## config.mk

```make
export PLATFORM = sky130hd
export DESIGN_NAME = service_phase_derivation
export DESIGN_NICKNAME = d
export VERILOG_FILES = /design/src/hdl/service_phase_pkg.sv /design/src/hdl/service_phase_derivation.sv
export SDC_FILE = /design/constraint.sdc
export NUM_CORES = 1
export LEC_CHECK = 0
export ABC_CLOCK_PERIOD_IN_PS = 12200
export BUFFER_PORTS_ARGS = -buffer_cell sky130_fd_sc_hd__buf_2
export CAP_MARGIN = 20
export CORE_ASPECT_RATIO = 0.6
export CORE_MARGIN = 8
export CORE_UTILIZATION = 55
export CTS_CLUSTER_SIZE = 10
export DETAILED_ROUTE_END_ITERATION = 10
export PLACE_DENSITY = 0.81
export SYNTH_ARGS = -nofsm -noshare
export SYNTH_HDL_FRONTEND = slang
export SYNTH_SLANG_ARGS = --single-unit
```

## constraint.sdc

```tcl
create_clock -name core_clk_i -period 12.2 [get_ports core_clk_i]
set_input_delay 2.44 -clock core_clk_i [delete_from_list [all_inputs] [get_ports core_clk_i]]
set_output_delay 2.44 -clock core_clk_i [all_outputs]
set_load 0.02 [all_outputs]
```

## src/hdl/service_phase_pkg.sv

```systemverilog
package service_phase_pkg;

  // Sample width of every phase channel, signed two's complement.
  localparam int unsigned SAMPLE_W = 24;

  // Voltage derivation codes.
  localparam logic [2:0] VSEL_MEASURED = 3'h0;
  localparam logic [2:0] VSEL_DELTA_AC = 3'h1;
  localparam logic [2:0] VSEL_WYE_NB = 3'h2;
  localparam logic [2:0] VSEL_DELTA_NB = 3'h3;
  localparam logic [2:0] VSEL_DELTA_SER = 3'h4;

  // Reset value of the output streams.
  localparam logic [SAMPLE_W-1:0] SAMPLE_RST = 24'h000000;

  typedef struct packed {
    logic [SAMPLE_W-1:0] va;
    logic [SAMPLE_W-1:0] vb;
    logic [SAMPLE_W-1:0] vc;
    logic [SAMPLE_W-1:0] ia;
    logic [SAMPLE_W-1:0] ib;
    logic [SAMPLE_W-1:0] ic;
  } phase_samples_t;

endpackage

```

## src/hdl/service_phase_derivation.sv

```systemverilog
// Functional notes
// - Code 000 passes all three measured voltages unchanged.
// - Code 001 makes phase-B voltage equal A minus C.
// - With 001 the phase-B rms sees the derived A-to-C line voltage.
// - Current bit 1 gives phase-B current as minus (A plus C).
// - Code 100 gives A-B, A-C and C-B on phases A, B, C.
// - Code 010 makes phase-B voltage A minus C; currents follow the current bit.
// - Code 011 makes phase-B voltage the negated phase-A voltage.
// - Codes 001 and 100 expect phase C to lead phase A.
// - Codes 000, 010 and 011 expect normal A-B-C sequence.
`timescale 1ns/1ns
`default_nettype none

module service_phase_derivation (
  input wire logic core_clk_i,
  input wire logic rst_i,
  input wire logic sample_valid_i,
  input wire service_phase_pkg::phase_samples_t meas_i,
  input wire logic [2:0] voltage_derivation_select_i,
  input wire logic phase_b_current_derive_i,
  output logic sample_valid_o,
  output service_phase_pkg::phase_samples_t derived_o,
  output logic seq_c_leads_a_o
);

  localparam int unsigned W = service_phase_pkg::SAMPLE_W;

  // Two guard bits hold any difference or negated sum of two samples
  // exactly, so the clamp below decides on the true value.
  localparam int unsigned WX = W + 2;

  // Channel slots of the register stage, in the order of the carrier.
  localparam int unsigned NCH = 6;
  localparam int unsigned CH_VA = 0;
  localparam int unsigned CH_VB = 1;
  localparam int unsigned CH_VC = 2;
  localparam int unsigned CH_IA = 3;
  localparam int unsigned CH_IB = 4;
  localparam int unsigned CH_IC = 5;

  // Derived candidates, all formed every cycle whatever the code.
  localparam int unsigned NCAND = 5;
  localparam int unsigned C_A_MINUS_B = 0;
  localparam int unsigned C_A_MINUS_C = 1;
  localparam int unsigned C_C_MINUS_B = 2;
  localparam int unsigned C_NEG_A = 3;
  localparam int unsigned C_NEG_AC = 4;

  // Largest and smallest sample, widened to the guard width.
  localparam logic [WX-1:0] POS_LIMIT = {3'h0, {(W-1){1'b1}}};
  localparam logic [WX-1:0] NEG_LIMIT = {3'h7, {(W-1){1'b0}}};

  ////////////////////////////////////////////////////////////////////////////
  // Sign extension of the measured channels.

  function automatic logic [WX-1:0] widen(input logic [W-1:0] x);
    return {{2{x[W-1]}}, x};
  endfunction

  logic [WX-1:0] va_x;
  logic [WX-1:0] vb_x;
  logic [WX-1:0] vc_x;
  logic [WX-1:0] ia_x;
  logic [WX-1:0] ic_x;

  assign va_x = widen(meas_i.va);
  assign vb_x = widen(meas_i.vb);
  assign vc_x = widen(meas_i.vc);
  assign ia_x = widen(meas_i.ia);
  assign ic_x = widen(meas_i.ic);

  ////////////////////////////////////////////////////////////////////////////
  // Candidates saturate rather than wrap, so a full-scale line voltage
  // cannot flip sign and corrupt rms or zero crossing downstream.

  logic [WX-1:0] cand_x [NCAND];
  logic [W-1:0] cand_s [NCAND];

  assign cand_x[C_A_MINUS_B] = va_x - vb_x;
  assign cand_x[C_A_MINUS_C] = va_x - vc_x;
  assign cand_x[C_C_MINUS_B] = vc_x - vb_x;
  assign cand_x[C_NEG_A] = '0 - va_x;
  assign cand_x[C_NEG_AC] = '0 - (ia_x + ic_x);

  for (genvar g = 0; g < NCAND; g++) begin : g_clamp
    logic above;
    logic below;

    assign above = $signed(cand_x[g]) > $signed(POS_LIMIT);
    assign below = $signed(cand_x[g]) < $signed(NEG_LIMIT);
    assign cand_s[g] = above ? POS_LIMIT[W-1:0] :
                       below ? NEG_LIMIT[W-1:0] : cand_x[g][W-1:0];
  end

  ////////////////////////////////////////////////////////////////////////////
  // Code decode. The selects are taken as synchronous to the sample clock;
  // software must not change them while a sample is in flight.

  logic use_a_minus_c;
  logic use_neg_a;
  logic use_series;
  logic c_leads_a;

  always_comb begin
    use_a_minus_c = 1'b0;
    use_neg_a = 1'b0;
    use_series = 1'b0;
    c_leads_a = 1'b0;
    case (voltage_derivation_select_i)
      service_phase_pkg::VSEL_MEASURED: begin
        c_leads_a = 1'b0;
      end
      service_phase_pkg::VSEL_DELTA_AC: begin
        use_a_minus_c = 1'b1;
        c_leads_a = 1'b1;
      end
      service_phase_pkg::VSEL_WYE_NB: begin
        use_a_minus_c = 1'b1;
      end
      service_phase_pkg::VSEL_DELTA_NB: begin
        use_neg_a = 1'b1;
      end
      service_phase_pkg::VSEL_DELTA_SER: begin
        use_series = 1'b1;
        c_leads_a = 1'b1;
      end
      default: begin
        // Unused codes pass measured voltages, the safe choice for a
        // misprogrammed meter.
        c_leads_a = 1'b0;
      end
    endcase
  end

  ////////////////////////////////////////////////////////////////////////////
  // Channel selection.

  logic [W-1:0] nxt [NCH];

  always_comb begin
    nxt[CH_VA] = meas_i.va;
    nxt[CH_VB] = meas_i.vb;
    nxt[CH_VC] = meas_i.vc;
    nxt[CH_IA] = meas_i.ia;
    nxt[CH_IB] = meas_i.ib;
    nxt[CH_IC] = meas_i.ic;
    if (use_series) begin
      nxt[CH_VA] = cand_s[C_A_MINUS_B];
      nxt[CH_VC] = cand_s[C_C_MINUS_B];
    end
    if (use_a_minus_c || use_series) begin
      nxt[CH_VB] = cand_s[C_A_MINUS_C];
    end else if (use_neg_a) begin
      nxt[CH_VB] = cand_s[C_NEG_A];
    end
    if (phase_b_current_derive_i) begin
      nxt[CH_IB] = cand_s[C_NEG_AC];
    end
  end

  ////////////////////////////////////////////////////////////////////////////
  // One register stage per channel. The rms, power and zero-crossing
  // engines read only these registers, so a derived stream looks exactly
  // like a measured one downstream.

  logic [W-1:0] ch_q [NCH];

  for (genvar c = 0; c < NCH; c++) begin : g_stage
    always_ff @(posedge core_clk_i or posedge rst_i) begin
      if (rst_i) begin
        ch_q[c] <= service_phase_pkg::SAMPLE_RST;
      end else if (sample_valid_i) begin
        ch_q[c] <= nxt[c];
      end
    end
  end

  assign derived_o = {ch_q[CH_VA], ch_q[CH_VB], ch_q[CH_VC],
                      ch_q[CH_IA], ch_q[CH_IB], ch_q[CH_IC]};

  ////////////////////////////////////////////////////////////////////////////
  // Sample strobe and phase-sequence expectation.

  logic valid_q;
  logic c_leads_a_q;

  always_ff @(posedge core_clk_i or posedge rst_i) begin
    if (rst_i) begin
      valid_q <= 1'b0;
    end else begin
      valid_q <= sample_valid_i;
    end
  end

  // The expectation follows the code every cycle, not the sample strobe, so it
  // changes one cycle after a code change, before the first new sample.
  always_ff @(posedge core_clk_i or posedge rst_i) begin
    if (rst_i) begin
      c_leads_a_q <= 1'b0;
    end else begin
      c_leads_a_q <= c_leads_a;
    end
  end

  assign sample_valid_o = valid_q;
  assign seq_c_leads_a_o = c_leads_a_q;

endmodule
`default_nettype wire

```

==> out/results.tsv <==
stage	metric	value	unit
yosys	ys.warnings.count	0	
clock_network	ctsHoldBuffers	0	
placed_design	place_ws	5290	ps
grt	grt_use_met2	0.435	
yosys	synth_top_area_share	0.287	
critical_path	critPathLaunchType	input pin	
critical_path	crit_required	12480	ps
floorplanning	boundaryPins	297	
pwr	ir_drop	0.000101	V
clock_network	cts-root-buf	clkbuf_16	
grt	antenna_found_initial	0	
critical_path	reg2reg_depth	3	
clock_network	post_cts_buffers	0	
placed_design	dp.cells	2086	
timing	fmax	156	MHz
yosys	synth_fp_nets	1821	
clock_network	htree_levels	4	
drt	routed-via-count	13300	
yosys	netlist_top_cells_area	dfrtp_1, ha_1, nor2_1	
yosys	postSynthAreaPerCell	8.25	sq um
clock_network	postCtsResizedCells	0	
drt	drc_errors	0	
min_path	holdCritPathClass	flip-flop to flip-flop	
timing	fin_crit	6400	ps
timing	fin_crit_sh	0.524	
clock_network	clock_latency	460	ps
floorplanning	rows	43	
grt	grt_util_met1	0.485	
yosys	ys_async_sr_fraction	1.00	
clock_network	clockBufferDepth	2	
outcome	status	complete, no violations	
grt	grt_pass1_wl	72800	um
final_layout	antenna_cells	0	
placed_design	port_buffers	296	
final_layout	fin_util	0.656	
critical_path	r2r_end	derived_o[25]	
yosys	synth_seq_cells	146	
grt	first_global_vias	12500	
min_path	whs_path_depth	1	
timing	skew	0	ps
clock_network	cts.clk_slew.worst_paths	70	ps
min_path	min_to	derived_o[71]	
yosys	synth_top_area_cell	dfrtp_1	
yosys	syn_inst	1544	
drt	drt_wl_total	48000	um
clock_network	numCtsBuffers	17	
placed_design	dp_hpwl	37700	um
grt	use_met3	0.131	
pwr	p_per_area	127	nW/um^2
floorplanning	start_util	0.556	
placed_design	gp_congestion	1.05	
drt	wl_per_cell	22.6	um
yosys	synth_common_cells	nor2_1, dfrtp_1, inv_1	
final_layout	layout-area-overhead-vs-synth	18.1	%
yosys	synth-edff-count	0	
timing	setup_tns	0	ps
floorplanning	die_h	134	um
grt	busiest_layer	met1	
yosys	ys_types	72	
critical_path	path_max_fanout	22	
clock_network	tritoncts	built	
timing	rsz0062_at_grt	no	
final_layout	layout.nets	2069	
min_path	hold_path.startpoint	derived_o[71]	
critical_path	path_class	input pin to flip-flop	
run	drv_cap	0	
critical_path	r2r_slack	11270	ps
placed_design	post_dp_cell_area	14400	sq um
yosys	synth_most_common_cell	nor2_1	
yosys	synthesis.area	12700	sq um
clock_network	cts_sinks	146	
floorplanning	die_area	28400	sq um
final_layout	drive_above_1_share	0.230	
yosys	synth-main-ff-cell	dfrtp_1	
drt	drtPass1Iterations	6	
grt	grt-ovfl-total	0	
grt	grt_start_max_net_pins	97	
critical_path	regToRegStartpoint	derived_o[25]	
critical_path	critPathArrivalTime	6680	ps
timing	max_slew.worst_pin.slew	1090	ps
pwr	power.leakage	0.00727	uW
final_layout	fin_area	15000	sq um
timing	slew_viol_final	0	
floorplanning	core	22900	sq um
drt	ant_nets	0	
timing	setup_viol	0	
critical_path	cp-end-kind	flip-flop	
drt	drtIter0Drc	1628	
drt	vias_per_cell	6.29	
final_layout	final_cells	2120	
yosys	synth-seq-area-share	0.287	
floorplanning	die_w	212	um
grt	track_usage	0.329	
timing	layout_setup_ws	5800	ps
timing	slew_headroom	0.271	
timing	final-hold-violation-count	0	
-- kinds of logic after synthesis --
kind of cell	count (synthesis)	synth area share
AO/OA/AOI/OAI	476	0.249
AND/OR/NAND/NOR	450	0.166
buffers and inverters	201	0.0618
flip-flops	146	0.287
adder cells (fa/ha/maj)	127	0.127
XOR/XNOR	89	0.0612
multiplexers	55	0.0483
-- cell usage in the layout (no fill, tap or decap), types with 46 or more instances in the layout --
cell and count:
a21o_1 46, a21oi_1 113, buf_2 295, dfrtp_1 146, ha_1 122, inv_1 122
mux2_2 52, nand2_1 121, nor2_1 166, o21ai_0 76, xnor2_1 52
-- through the flow --
step,hold WS [ps],total power (uW)
global route,519,2000
finish,502,1920
floorplan,597,1080
global placement,483,1320
detailed placement,491,1330
CTS,505,1900
-- registers in the layout (all words and copies together) (netlist names) --
name and cells:
seq_c_leads_a_o 1, sample_valid_o 1, derived_o 144
-- worst max path at each step --
stage / from / end / slack [ps] / cells past startpoint
2_1_floorplan: rst_i / derived_o[0] / 5840 / 1
3_3_place_gp: meas_i[120] / derived_o[125] / 5500 / 13
3_5_place_dp: meas_i[120] / derived_o[128] / 5290 / 13
4_1_cts: meas_i[120] / derived_o[128] / 5740 / 13
5_1_grt: meas_i[120] / derived_o[115] / 5640 / 14
6_report: meas_i[120] / derived_o[105] / 5800 / 14
-- critical path, stage by stage --
cell and delay [ps]:
buf_2 160, inv_1 170, ha_1 190, inv_1 50, fa_1 400, a21o_1 220, a221oi_1 540, o31ai_1 250
a2111oi_0 490, o31ai_1 230, a41oi_1 420, o21a_1 190, o21a_1 690, a31oi_1 220
-- routing by layer --
| layer | vias up | routed length [um] |
|---|---|---|
| met3 | 57 | 6720 |
| met2 | 851 | 18900 |
| li1 | 6109 | - |
| met1 | 6323 | 21500 |
| met4 | 2 | 706 |
| met5 | - | 68 |
-- where the power goes --
part           switching (uW)  internal, uW  total [uW]
combinational             482           273         754
sequential               39.4           551         591
clock                     240           330         570
total                     762          1150        1920
-- cell type report --
| class | instances | area [sq um] |
|---|---|---|
| Multi-Input combinational cell | 1197 | 8320 |
| Fill cell | 1979 | 7880 |
| Sequential cell | 146 | 3650 |
| Timing Repair Buffer | 307 | 1590 |
| Inverter | 123 | 467 |
| Clock buffer | 18 | 439 |
| Tap cell | 315 | 394 |
| Clock inverter | 14 | 178 |
Note: power is estimated with default switching activity, not from simulation.
